<file path="src/chg_defs.svh">
// Purpose: register offsets, field positions and reset values of the charger flag bank
// Assumes: byte-wide registers reached through the device register read port
// Notes:   definitions only
`ifndef CHG_DEFS_SVH
`define CHG_DEFS_SVH

// ----------------------------------------------------------------
// register offsets
// ----------------------------------------------------------------
`define CHG_ADDR_FAULT_FIRST  8'h20
`define CHG_ADDR_FAULT_SECOND 8'h21
`define CHG_ADDR_EVENT_FIRST  8'h22
`define CHG_ADDR_EVENT_SECOND 8'h23

// ----------------------------------------------------------------
// reset value, shared by every register
// ----------------------------------------------------------------
`define CHG_REG_RESET 8'h00

// ----------------------------------------------------------------
// fault status field positions
// ----------------------------------------------------------------
`define CHG_BIT_IN1_OVP    0
`define CHG_BIT_SYS_SHORT  7
`define CHG_BIT_SYS_OVP    6
`define CHG_BIT_DIE_TSHUT  2

// ----------------------------------------------------------------
// first event flag field positions
// ----------------------------------------------------------------
`define CHG_BIT_ICL_EV     7
`define CHG_BIT_IVL_EV     6
`define CHG_BIT_WDOG_EV    5
`define CHG_BIT_WEAK_EV    4
`define CHG_BIT_PGOOD_EV   3
`define CHG_BIT_IN2_EV     2
`define CHG_BIT_IN1_EV     1
`define CHG_BIT_BUSP_EV    0

// ----------------------------------------------------------------
// second event flag field positions
// ----------------------------------------------------------------
`define CHG_BIT_CHARGE_EV  7
`define CHG_BIT_ICO_EV     6
`define CHG_BIT_RSVD_HI    5
`define CHG_BIT_BUSST_EV   4
`define CHG_BIT_RSVD_LO    3
`define CHG_BIT_TREG_EV    2
`define CHG_BIT_BATT_EV    1
`define CHG_BIT_CTYPE_EV   0

`endif

</file>
<file path="src/chg_pkg.sv">
// Purpose: shared types of the charger flag bank
// Assumes: nothing
// Notes:   constants live in chg_defs.svh
package chg_pkg;
  typedef logic [7:0] chg_byte_t;
  typedef enum logic [1:0] {
    CHG_DETECT_RISE   = 2'b01,
    CHG_DETECT_CHANGE = 2'b10
  } chg_detect_e;
endpackage

</file>
<file path="src/chg_event_flag.sv">
// Purpose: one sticky event flag set by a rising edge or by any change of its source
// Assumes: source synchronous to clk
// Notes:   first sample after reset only primes the history, it raises no event
module chg_event_flag #(
  parameter int                  W    = 1,
  parameter chg_pkg::chg_detect_e MODE = chg_pkg::CHG_DETECT_CHANGE
) (
  input  wire logic         clk,
  input  wire logic         rst_b,
  input  wire logic         ce,
  input  wire logic [W-1:0] src,
  input  wire logic         clr,
  output logic              flag
);
  import chg_pkg::*;

  logic [W-1:0] prev_reg;
  logic         primed_reg;
  logic         flag_reg;
  wire          hit_w;
  wire          flag_next;

  // ----------------------------------------------------------------
  // detection and sticky latch
  // ----------------------------------------------------------------
  assign hit_w = primed_reg & ((MODE == CHG_DETECT_RISE) ? |(src & ~prev_reg)
                                                         : (src != prev_reg));
  // set wins over a clear in the same cycle
  assign flag_next = hit_w | (flag_reg & ~clr);
  assign flag      = flag_reg;

  always_ff @(posedge clk or negedge rst_b) begin
    if (!rst_b) begin
      prev_reg   <= '0;
      primed_reg <= 1'b0;
      flag_reg   <= 1'b0;
    end else if (ce) begin
      prev_reg   <= src;
      primed_reg <= 1'b1;
      flag_reg   <= flag_next;
    end
  end

  // ----------------------------------------------------------------
  // checks
  // ----------------------------------------------------------------
  flag_sticky_a: assert property (@(posedge clk) disable iff (!rst_b)
    (ce && flag_reg && !clr) |=> flag_reg)
    else $error("event flag dropped without a clear");

  set_beats_clear_a: assert property (@(posedge clk) disable iff (!rst_b)
    (ce && hit_w && clr) |=> flag_reg)
    else $error("event lost against a same-cycle clear");

  clear_works_a: assert property (@(posedge clk) disable iff (!rst_b)
    (ce && clr && !hit_w) |=> !flag_reg)
    else $error("cleared flag still set");

  freeze_hold_a: assert property (@(posedge clk) disable iff (!rst_b)
    !ce |=> $stable(flag_reg) && $stable(prev_reg))
    else $error("state moved while clock enable low");
endmodule

</file>
<file path="src/chg_fault_flags.sv">
// Purpose: fault status bits and sticky event flags of a buck-boost charger, read by address
// Assumes: all inputs synchronous to MCLK; CE low freezes every flop
// Notes:   event registers clear on read; status registers follow the live conditions
`include "chg_defs.svh"

module chg_fault_flags #(
  parameter int CHG_W   = 3,
  parameter int ICO_W   = 2,
  parameter int BUSST_W = 4,
  parameter int CTYPE_W = 1
) (
  input  wire logic                MCLK,
  input  wire logic                RST_B,
  input  wire logic                CE,
  input  wire logic                INPUT1_OVERVOLTAGE_STATUS,
  input  wire logic                SYSTEM_RAIL_SHORT_STATUS,
  input  wire logic                SYSTEM_RAIL_OVERVOLTAGE_STATUS,
  input  wire logic                DIE_THERMAL_SHUTDOWN_STATUS,
  input  wire logic                INPUT_CURRENT_LIMIT,
  input  wire logic                INPUT_VOLTAGE_LIMIT,
  input  wire logic                WATCHDOG_EXPIRED,
  input  wire logic                WEAK_SOURCE,
  input  wire logic                POWER_GOOD_STATUS,
  input  wire logic                INPUT2_PRESENT,
  input  wire logic                INPUT1_PRESENT,
  input  wire logic                BUS_PRESENT,
  input  wire logic [CHG_W-1:0]    CHARGE_STATE,
  input  wire logic [ICO_W-1:0]    CURRENT_OPTIMIZER_STATE,
  input  wire logic [BUSST_W-1:0]  BUS_STATE,
  input  wire logic                THERMAL_REGULATION,
  input  wire logic                BATTERY_PRESENT,
  input  wire logic [CTYPE_W-1:0]  CHARGER_TYPE_STATE,
  input  wire logic                RD_EN,
  input  wire logic [7:0]          RD_ADDR,
  output chg_pkg::chg_byte_t       RD_DATA,
  output logic                     RD_VALID
);
  import chg_pkg::*;

  chg_byte_t fault_first_reg;
  chg_byte_t fault_second_reg;
  chg_byte_t rd_data_reg;
  logic      rd_valid_reg;
  chg_byte_t ev1_w;
  chg_byte_t ev2_w;
  chg_byte_t fault_first_next;
  chg_byte_t fault_second_next;
  chg_byte_t rd_mux_w;
  wire       clr_ev1_w;
  wire       clr_ev2_w;

  // ----------------------------------------------------------------
  // live fault status, reserved positions stay zero
  // ----------------------------------------------------------------
  assign fault_first_next  = chg_byte_t'(INPUT1_OVERVOLTAGE_STATUS) << `CHG_BIT_IN1_OVP;
  assign fault_second_next =
      (chg_byte_t'(SYSTEM_RAIL_SHORT_STATUS)       << `CHG_BIT_SYS_SHORT)
    | (chg_byte_t'(SYSTEM_RAIL_OVERVOLTAGE_STATUS) << `CHG_BIT_SYS_OVP)
    | (chg_byte_t'(DIE_THERMAL_SHUTDOWN_STATUS)    << `CHG_BIT_DIE_TSHUT);

  // ----------------------------------------------------------------
  // read decode; a read of an event register clears it
  // ----------------------------------------------------------------
  assign clr_ev1_w = RD_EN && (RD_ADDR == `CHG_ADDR_EVENT_FIRST);
  assign clr_ev2_w = RD_EN && (RD_ADDR == `CHG_ADDR_EVENT_SECOND);
  // unmapped offsets read as zero; no write path exists at all
  assign rd_mux_w =
    (RD_ADDR == `CHG_ADDR_FAULT_FIRST)  ? fault_first_reg  :
    (RD_ADDR == `CHG_ADDR_FAULT_SECOND) ? fault_second_reg :
    (RD_ADDR == `CHG_ADDR_EVENT_FIRST)  ? ev1_w            :
    (RD_ADDR == `CHG_ADDR_EVENT_SECOND) ? ev2_w            : `CHG_REG_RESET;
  assign ev2_w[`CHG_BIT_RSVD_HI] = 1'b0;
  assign ev2_w[`CHG_BIT_RSVD_LO] = 1'b0;

  assign RD_DATA  = rd_data_reg;
  assign RD_VALID = rd_valid_reg;

  always_ff @(posedge MCLK or negedge RST_B) begin
    if (!RST_B) begin
      fault_first_reg  <= `CHG_REG_RESET;
      fault_second_reg <= `CHG_REG_RESET;
      rd_data_reg      <= `CHG_REG_RESET;
      rd_valid_reg     <= 1'b0;
    end else if (CE) begin
      fault_first_reg  <= fault_first_next;
      fault_second_reg <= fault_second_next;
      rd_valid_reg     <= RD_EN;
      if (RD_EN) begin
        rd_data_reg <= rd_mux_w;
      end
    end
  end

  // ----------------------------------------------------------------
  // first event register
  // ----------------------------------------------------------------
  chg_event_flag #(.W(1), .MODE(CHG_DETECT_RISE)) u_icl (
    .clk(MCLK), .rst_b(RST_B), .ce(CE), .src(INPUT_CURRENT_LIMIT),
    .clr(clr_ev1_w), .flag(ev1_w[`CHG_BIT_ICL_EV]));
  chg_event_flag #(.W(1), .MODE(CHG_DETECT_RISE)) u_ivl (
    .clk(MCLK), .rst_b(RST_B), .ce(CE), .src(INPUT_VOLTAGE_LIMIT),
    .clr(clr_ev1_w), .flag(ev1_w[`CHG_BIT_IVL_EV]));
  chg_event_flag #(.W(1), .MODE(CHG_DETECT_RISE)) u_wdog (
    .clk(MCLK), .rst_b(RST_B), .ce(CE), .src(WATCHDOG_EXPIRED),
    .clr(clr_ev1_w), .flag(ev1_w[`CHG_BIT_WDOG_EV]));
  chg_event_flag #(.W(1), .MODE(CHG_DETECT_RISE)) u_weak (
    .clk(MCLK), .rst_b(RST_B), .ce(CE), .src(WEAK_SOURCE),
    .clr(clr_ev1_w), .flag(ev1_w[`CHG_BIT_WEAK_EV]));
  chg_event_flag #(.W(1), .MODE(CHG_DETECT_CHANGE)) u_pgood (
    .clk(MCLK), .rst_b(RST_B), .ce(CE), .src(POWER_GOOD_STATUS),
    .clr(clr_ev1_w), .flag(ev1_w[`CHG_BIT_PGOOD_EV]));
  chg_event_flag #(.W(1), .MODE(CHG_DETECT_CHANGE)) u_in2 (
    .clk(MCLK), .rst_b(RST_B), .ce(CE), .src(INPUT2_PRESENT),
    .clr(clr_ev1_w), .flag(ev1_w[`CHG_BIT_IN2_EV]));
  chg_event_flag #(.W(1), .MODE(CHG_DETECT_CHANGE)) u_in1 (
    .clk(MCLK), .rst_b(RST_B), .ce(CE), .src(INPUT1_PRESENT),
    .clr(clr_ev1_w), .flag(ev1_w[`CHG_BIT_IN1_EV]));
  chg_event_flag #(.W(1), .MODE(CHG_DETECT_CHANGE)) u_busp (
    .clk(MCLK), .rst_b(RST_B), .ce(CE), .src(BUS_PRESENT),
    .clr(clr_ev1_w), .flag(ev1_w[`CHG_BIT_BUSP_EV]));

  // ----------------------------------------------------------------
  // second event register
  // ----------------------------------------------------------------
  chg_event_flag #(.W(CHG_W), .MODE(CHG_DETECT_CHANGE)) u_charge (
    .clk(MCLK), .rst_b(RST_B), .ce(CE), .src(CHARGE_STATE),
    .clr(clr_ev2_w), .flag(ev2_w[`CHG_BIT_CHARGE_EV]));
  chg_event_flag #(.W(ICO_W), .MODE(CHG_DETECT_CHANGE)) u_ico (
    .clk(MCLK), .rst_b(RST_B), .ce(CE), .src(CURRENT_OPTIMIZER_STATE),
    .clr(clr_ev2_w), .flag(ev2_w[`CHG_BIT_ICO_EV]));
  chg_event_flag #(.W(BUSST_W), .MODE(CHG_DETECT_CHANGE)) u_busst (
    .clk(MCLK), .rst_b(RST_B), .ce(CE), .src(BUS_STATE),
    .clr(clr_ev2_w), .flag(ev2_w[`CHG_BIT_BUSST_EV]));
  chg_event_flag #(.W(1), .MODE(CHG_DETECT_RISE)) u_treg (
    .clk(MCLK), .rst_b(RST_B), .ce(CE), .src(THERMAL_REGULATION),
    .clr(clr_ev2_w), .flag(ev2_w[`CHG_BIT_TREG_EV]));
  chg_event_flag #(.W(1), .MODE(CHG_DETECT_CHANGE)) u_batt (
    .clk(MCLK), .rst_b(RST_B), .ce(CE), .src(BATTERY_PRESENT),
    .clr(clr_ev2_w), .flag(ev2_w[`CHG_BIT_BATT_EV]));
  chg_event_flag #(.W(CTYPE_W), .MODE(CHG_DETECT_CHANGE)) u_ctype (
    .clk(MCLK), .rst_b(RST_B), .ce(CE), .src(CHARGER_TYPE_STATE),
    .clr(clr_ev2_w), .flag(ev2_w[`CHG_BIT_CTYPE_EV]));

  // ----------------------------------------------------------------
  // checks
  // ----------------------------------------------------------------
  in1_ovp_read_a: assert property (@(posedge MCLK) disable iff (!RST_B)
    (CE && $past(CE) && $past(RST_B) && RD_EN && RD_ADDR == `CHG_ADDR_FAULT_FIRST)
    |=> RD_VALID && RD_DATA[`CHG_BIT_IN1_OVP] == $past(INPUT1_OVERVOLTAGE_STATUS, 2))
    else $error("input 1 overvoltage bit does not follow its condition");

  sys_short_read_a: assert property (@(posedge MCLK) disable iff (!RST_B)
    (CE && $past(CE) && $past(RST_B) && RD_EN && RD_ADDR == `CHG_ADDR_FAULT_SECOND)
    |=> RD_DATA[`CHG_BIT_SYS_SHORT] == $past(SYSTEM_RAIL_SHORT_STATUS, 2))
    else $error("system short bit does not follow its condition");

  sys_ovp_read_a: assert property (@(posedge MCLK) disable iff (!RST_B)
    (CE && $past(CE) && $past(RST_B) && RD_EN && RD_ADDR == `CHG_ADDR_FAULT_SECOND)
    |=> RD_DATA[`CHG_BIT_SYS_OVP] == $past(SYSTEM_RAIL_OVERVOLTAGE_STATUS, 2))
    else $error("system overvoltage bit does not follow its condition");

  die_tshut_read_a: assert property (@(posedge MCLK) disable iff (!RST_B)
    (CE && $past(CE) && $past(RST_B) && RD_EN && RD_ADDR == `CHG_ADDR_FAULT_SECOND)
    |=> RD_DATA[`CHG_BIT_DIE_TSHUT] == $past(DIE_THERMAL_SHUTDOWN_STATUS, 2))
    else $error("thermal shutdown bit does not follow its condition");

  unmapped_zero_a: assert property (@(posedge MCLK) disable iff (!RST_B)
    (CE && RD_EN && (RD_ADDR < `CHG_ADDR_FAULT_FIRST || RD_ADDR > `CHG_ADDR_EVENT_SECOND))
    |=> RD_VALID && RD_DATA == `CHG_REG_RESET)
    else $error("unmapped offset read non-zero");

  icl_rise_sets_a: assert property (@(posedge MCLK) disable iff (!RST_B)
    (CE && $past(CE) && $past(RST_B) && INPUT_CURRENT_LIMIT && !$past(INPUT_CURRENT_LIMIT))
    |=> ev1_w[`CHG_BIT_ICL_EV])
    else $error("current limit rising edge not flagged");

  pgood_fall_sets_a: assert property (@(posedge MCLK) disable iff (!RST_B)
    (CE && $past(CE) && $past(RST_B) && !POWER_GOOD_STATUS && $past(POWER_GOOD_STATUS))
    |=> ev1_w[`CHG_BIT_PGOOD_EV])
    else $error("power good falling change not flagged");

  charge_change_a: assert property (@(posedge MCLK) disable iff (!RST_B)
    (CE && $past(CE) && $past(RST_B) && CHARGE_STATE != $past(CHARGE_STATE))
    |=> ev2_w[`CHG_BIT_CHARGE_EV])
    else $error("charge state change not flagged");

  treg_fall_quiet_a: assert property (@(posedge MCLK) disable iff (!RST_B)
    (CE && $past(CE) && !ev2_w[`CHG_BIT_TREG_EV] && !THERMAL_REGULATION)
    |=> !ev2_w[`CHG_BIT_TREG_EV])
    else $error("thermal regulation flag set without a rising edge");

  read_clears_a: assert property (@(posedge MCLK) disable iff (!RST_B)
    (CE && $past(CE) && clr_ev1_w && ev1_w[`CHG_BIT_WDOG_EV] && !WATCHDOG_EXPIRED)
    |=> RD_DATA[`CHG_BIT_WDOG_EV] && !ev1_w[`CHG_BIT_WDOG_EV])
    else $error("read did not report then clear the watchdog flag");

  reserved_zero_a: assert property (@(posedge MCLK) disable iff (!RST_B)
    (CE && RD_EN && RD_ADDR == `CHG_ADDR_EVENT_SECOND)
    |=> !RD_DATA[`CHG_BIT_RSVD_HI] && !RD_DATA[`CHG_BIT_RSVD_LO])
    else $error("reserved event bits read non-zero");

  fault_rsvd_zero_a: assert property (@(posedge MCLK) disable iff (!RST_B)
    (CE && RD_EN && RD_ADDR == `CHG_ADDR_FAULT_SECOND) |=> RD_DATA[5:3] == 3'h0
    && RD_DATA[1:0] == 2'h0)
    else $error("reserved fault bits read non-zero");

  ivl_rise_sets_a: assert property (@(posedge MCLK) disable iff (!RST_B)
    (CE && $past(CE) && $past(RST_B) && INPUT_VOLTAGE_LIMIT && !$past(INPUT_VOLTAGE_LIMIT))
    |=> ev1_w[`CHG_BIT_IVL_EV])
    else $error("voltage limit rising edge not flagged");

  wdog_rise_sets_a: assert property (@(posedge MCLK) disable iff (!RST_B)
    (CE && $past(CE) && $past(RST_B) && WATCHDOG_EXPIRED && !$past(WATCHDOG_EXPIRED))
    |=> ev1_w[`CHG_BIT_WDOG_EV])
    else $error("watchdog rising edge not flagged");

  weak_rise_sets_a: assert property (@(posedge MCLK) disable iff (!RST_B)
    (CE && $past(CE) && $past(RST_B) && WEAK_SOURCE && !$past(WEAK_SOURCE))
    |=> ev1_w[`CHG_BIT_WEAK_EV])
    else $error("weak source rising edge not flagged");

  pgood_rise_sets_a: assert property (@(posedge MCLK) disable iff (!RST_B)
    (CE && $past(CE) && $past(RST_B) && POWER_GOOD_STATUS && !$past(POWER_GOOD_STATUS))
    |=> ev1_w[`CHG_BIT_PGOOD_EV])
    else $error("power good rising change not flagged");

  in2_change_a: assert property (@(posedge MCLK) disable iff (!RST_B)
    (CE && $past(CE) && $past(RST_B) && INPUT2_PRESENT != $past(INPUT2_PRESENT))
    |=> ev1_w[`CHG_BIT_IN2_EV])
    else $error("input 2 presence change not flagged");

  in1_change_a: assert property (@(posedge MCLK) disable iff (!RST_B)
    (CE && $past(CE) && $past(RST_B) && INPUT1_PRESENT != $past(INPUT1_PRESENT))
    |=> ev1_w[`CHG_BIT_IN1_EV])
    else $error("input 1 presence change not flagged");

  busp_change_a: assert property (@(posedge MCLK) disable iff (!RST_B)
    (CE && $past(CE) && $past(RST_B) && BUS_PRESENT != $past(BUS_PRESENT))
    |=> ev1_w[`CHG_BIT_BUSP_EV])
    else $error("bus presence change not flagged");

  ico_change_a: assert property (@(posedge MCLK) disable iff (!RST_B)
    (CE && $past(CE) && $past(RST_B)
     && CURRENT_OPTIMIZER_STATE != $past(CURRENT_OPTIMIZER_STATE))
    |=> ev2_w[`CHG_BIT_ICO_EV])
    else $error("current optimizer change not flagged");

  busst_change_a: assert property (@(posedge MCLK) disable iff (!RST_B)
    (CE && $past(CE) && $past(RST_B) && BUS_STATE != $past(BUS_STATE))
    |=> ev2_w[`CHG_BIT_BUSST_EV])
    else $error("bus state change not flagged");

  treg_rise_sets_a: assert property (@(posedge MCLK) disable iff (!RST_B)
    (CE && $past(CE) && $past(RST_B) && THERMAL_REGULATION && !$past(THERMAL_REGULATION))
    |=> ev2_w[`CHG_BIT_TREG_EV])
    else $error("thermal regulation rising edge not flagged");

  batt_change_a: assert property (@(posedge MCLK) disable iff (!RST_B)
    (CE && $past(CE) && $past(RST_B) && BATTERY_PRESENT != $past(BATTERY_PRESENT))
    |=> ev2_w[`CHG_BIT_BATT_EV])
    else $error("battery presence change not flagged");

  ctype_change_a: assert property (@(posedge MCLK) disable iff (!RST_B)
    (CE && $past(CE) && $past(RST_B) && CHARGER_TYPE_STATE != $past(CHARGER_TYPE_STATE))
    |=> ev2_w[`CHG_BIT_CTYPE_EV])
    else $error("charger type change not flagged");

  flag_held_a: assert property (@(posedge MCLK) disable iff (!RST_B)
    (CE && !clr_ev2_w && ev2_w[`CHG_BIT_CHARGE_EV])
    |=> ev2_w[`CHG_BIT_CHARGE_EV])
    else $error("charge state flag dropped without a read");

  fault_first_rsvd_a: assert property (@(posedge MCLK) disable iff (!RST_B)
    (CE && RD_EN && RD_ADDR == `CHG_ADDR_FAULT_FIRST)
    |=> RD_DATA[7:1] == 7'h00)
    else $error("reserved first fault bits read non-zero");

  valid_pulse_a: assert property (@(posedge MCLK) disable iff (!RST_B)
    (CE && !RD_EN)
    |=> !RD_VALID)
    else $error("read valid without a taken read");

  frozen_outputs_a: assert property (@(posedge MCLK) disable iff (!RST_B)
    !CE
    |=> $stable(RD_DATA) && $stable(RD_VALID) && $stable(fault_second_reg))
    else $error("read port or fault state moved while clock enable low");
endmodule

</file>
<file path="config.mk">
export PLATFORM = sky130hd
export DESIGN_NAME = chg_fault_flags
export DESIGN_NICKNAME = d
export VERILOG_FILES = /design/src/chg_pkg.sv /design/src/chg_event_flag.sv /design/src/chg_fault_flags.sv
export VERILOG_INCLUDE_DIRS = /design/src
export SDC_FILE = /design/constraint.sdc
export NUM_CORES = 1
export LEC_CHECK = 0
export BUFFER_PORTS_ARGS = -buffer_cell sky130_fd_sc_hd__buf_2
export CAP_MARGIN = 25
export CORE_MARGIN = 2
export CORE_UTILIZATION = 45
export CTS_BUF_LIST = sky130_fd_sc_hd__clkbuf_8
export DETAILED_ROUTE_END_ITERATION = 7
export GPL_TIMING_DRIVEN = 1
export PLACE_DENSITY = 0.72
export SLEW_MARGIN = 30
export SYNTH_ARGS = -nofsm -noshare
export SYNTH_HDL_FRONTEND = slang
export SYNTH_SLANG_ARGS = --single-unit
</file>
<file path="constraint.sdc">
create_clock -name MCLK -period 3.15 [get_ports MCLK]
set_input_delay 0.63 -clock MCLK [delete_from_list [all_inputs] [get_ports MCLK]]
set_output_delay 0.63 -clock MCLK [all_outputs]
set_load 0.03 [all_outputs]
</file>
==> reports/results.ini <==
[status]
status = finished, final reports clean

[drt]
ant_nets = 0
via_count = 1411
wl_um = 3940
initialDrtViolationCount = 69
first_pass_iters = 4
drc = 0
avgViaCountPerCell = 5.53
wl_per_cell_um = 15.5

[setup_path]
cp.required_ps = 3380
reg2reg_slack_ps = 1830
cp.arrival_ps = 2100
cp_max_fo = 34
path_class = in2reg
cp-end-kind = flop
endpoint = u_weak.flag$_DFFE_PN0P_
reg2reg_to = RD_DATA[7]$_DFFE_PN0P_
start_kind = input pin
rr_worst_depth = 3
cp-startpoint = CE
rr_startpoint = fault_second_reg[7]$_DFFE_PN0P_

[finish]
multi_input_area_um2 = 843
area_delta_synth_final_pct = 15.4
n_fill_cell = 401
seqCellArea_um2 = 1200
nets = 238
layout-drive-gt1-share = 0.389
diodes = 0
largest_reg_flops = 8
utilization = 0.551
fin_area_um2 = 2450

[yosys]
yosys-top-cells-count = dfrtp_1 (48), mux2_2 (22), a22o_1 (12)
ys_async_sr_fraction = 1.00
yosys.area_share.simple = 0.0790
synth_xor_area_frac = 0.0619
synth_edf_count = 0
syn-mean-instance-area_um2 = 13.3
ys_seq_area_frac = 0.566
synth_area_leaders = dfrtp_1 (57%), mux2_2 (12%), a22o_1 (5.0%)
yosys.cell_count.top_type = dfrtp_1
synth_compound_area_frac = 0.135
yosysTopAreaCellShare = 0.566
syn_inst = 160
synth_ff_type = dfrtp_1
synth.cell_area_um2 = 2120
synthMuxAreaShare = 0.121
ys_ff_latch = 48
ys_warn_count = 0
synth_top_family_by_area = compound AO/OA/AOI/OAI gates
synthAdderAreaFrac = 0
synth_cell_types = 31
synth_nets = 196
yosys.area.top_type = dfrtp_1

[power]
power_frac_seq = 0.571
power_leakage_uw = 0.00109
p_int_uw = 890
p_comb_frac = 0.120
clock_power_share = 0.308
switching_power_uw = 278
powerDensity_nw_per_um2 = 477
netSwitchingFraction = 0.238
ir_drop_v = 0.000234

[placed_design]
dp_slack_ps = 959
portBuffers = 44
post-dp-hpwl_um = 2850
postPlaceCellArea_um2 = 2360
globalplace.congestion = 0.726

[flow_run]
maxCapViolCount = 0

[timing]
tightest_slew_ps = 755
finalHoldViolCount = 0
max_freq_ghz = 0.536
fin_crit_sh = 0.593
setup_ws_ps = 1280
final.setup_skew_ps = 4.58
rsz0062_at_grt = false
hold_ws_ps = 341
setup_violations = 0
final-max-slew-violation-count = 0
relSlewSlack = 0.496
finalCriticalPeriod_ps = 1870
fin_tns_setup_ps = 0

[floorplanning]
core_area_um2 = 4440
fp.dieH_um = 72.7
io_pins = 45
die_x_um = 72.7
design.die.area_um2 = 5280
start_util = 0.477
num_rows = 24

[global_routing]
grt_max_degree = 49
grt_antenna_before_repair = 0
grt_pass1_vias = 1361
grt_usage = 0.163
gr-total-overflow = 0
grt_first_pass_wirelength_um = 6440

[clock_tree]
clockBufferDepth = 2
clk_pin_slew_worst_paths_ps = 80
cts_setup_buffers = 0
cts_made_buffers = 5
cts.sinks = 48
cts-resized-gates = 0
clk_latency_ps = 290
cts_tree = yes
ctsHtreeMaxLevel = 2
hold_buffers = 0
root_buffer = clkbuf_8

[worst_hold_path]
hold_path_class = in2async

[metrics by stage]
stage	total power (µW)	cells
after floorplan	765	160
after global placement	818	247
after detailed placement	823	247
after CTS	1180	255
after global routing	1230	255
final	1170	255
[worst min path at each step]
stage                                   from  slack (ps)                             to  cells past startpoint
2_1_floorplan                          RST_B         330         RD_DATA[0]$_DFFE_PN0P_                      0
4_1_cts                                RST_B         350     u_in1.prev_reg$_DFFE_PN0P_                      1
5_1_grt                                RST_B         370  u_ico.prev_reg[1]$_DFFE_PN0P_                      1
3_3_place_gp   u_busp.primed_reg$_DFFE_PN0P_         450  u_busp.primed_reg$_DFFE_PN0P_                      1
6_report                               RST_B         340  u_ico.prev_reg[1]$_DFFE_PN0P_                      1
3_5_place_dp   u_busp.primed_reg$_DFFE_PN0P_         450  u_busp.primed_reg$_DFFE_PN0P_                      1
[per-layer routing]
metal,wire (µm),vias to the layer above,GRT usage
met5,0,-,0
met4,26,0,0.0556
met3,161,2,0.0511
met2,1910,28,0.246
met1,1840,709,0.224
li1,-,672,-
[power groups by stage]
stage               Sequential [µW]  Combinational [µW]  Clock, µW
floorplan                       679                85.6          0
global placement                678                 141          0
detailed placement              680                 143          0
CTS                             668                 144        373
global route                    672                 157        397
finish                          667                 140        360
[critical path, cell delays in order]
cell    delay (ps)
buf_2          500
and2_0         700
a32o_1         260
[kinds of logic after synthesis]
kind of cell | after synthesis
DFF | 48
AOI/OAI and AO/OA | 35
muxes | 23
and+or+nand+nor | 23
buffers and inverters | 16
xor gates and xnor gates | 15
[layout by cell type (no fill, tap or decap), types with 6 or more instances in the layout]
master / n
inv_1: 9
a32o_1: 9
xor2_1: 6
nand2_1: 9
clkbuf_8: 6
o21ai_0: 7
xnor2_1: 9
buf_2: 43
a22o_1: 12
mux2_2: 22
dfrtp_1: 48
[final cells by class]
cell class,instances,area share
multi-input combinational,96,0.344
sequential,48,0.491
clock buffer,6,0.0337
inverter,7,0.0107
tap,52,0.0266
clock inverter,2,0.00307
timing repair buffer,44,0.0910
Note: power is estimated with default switching activity, not from simulation.
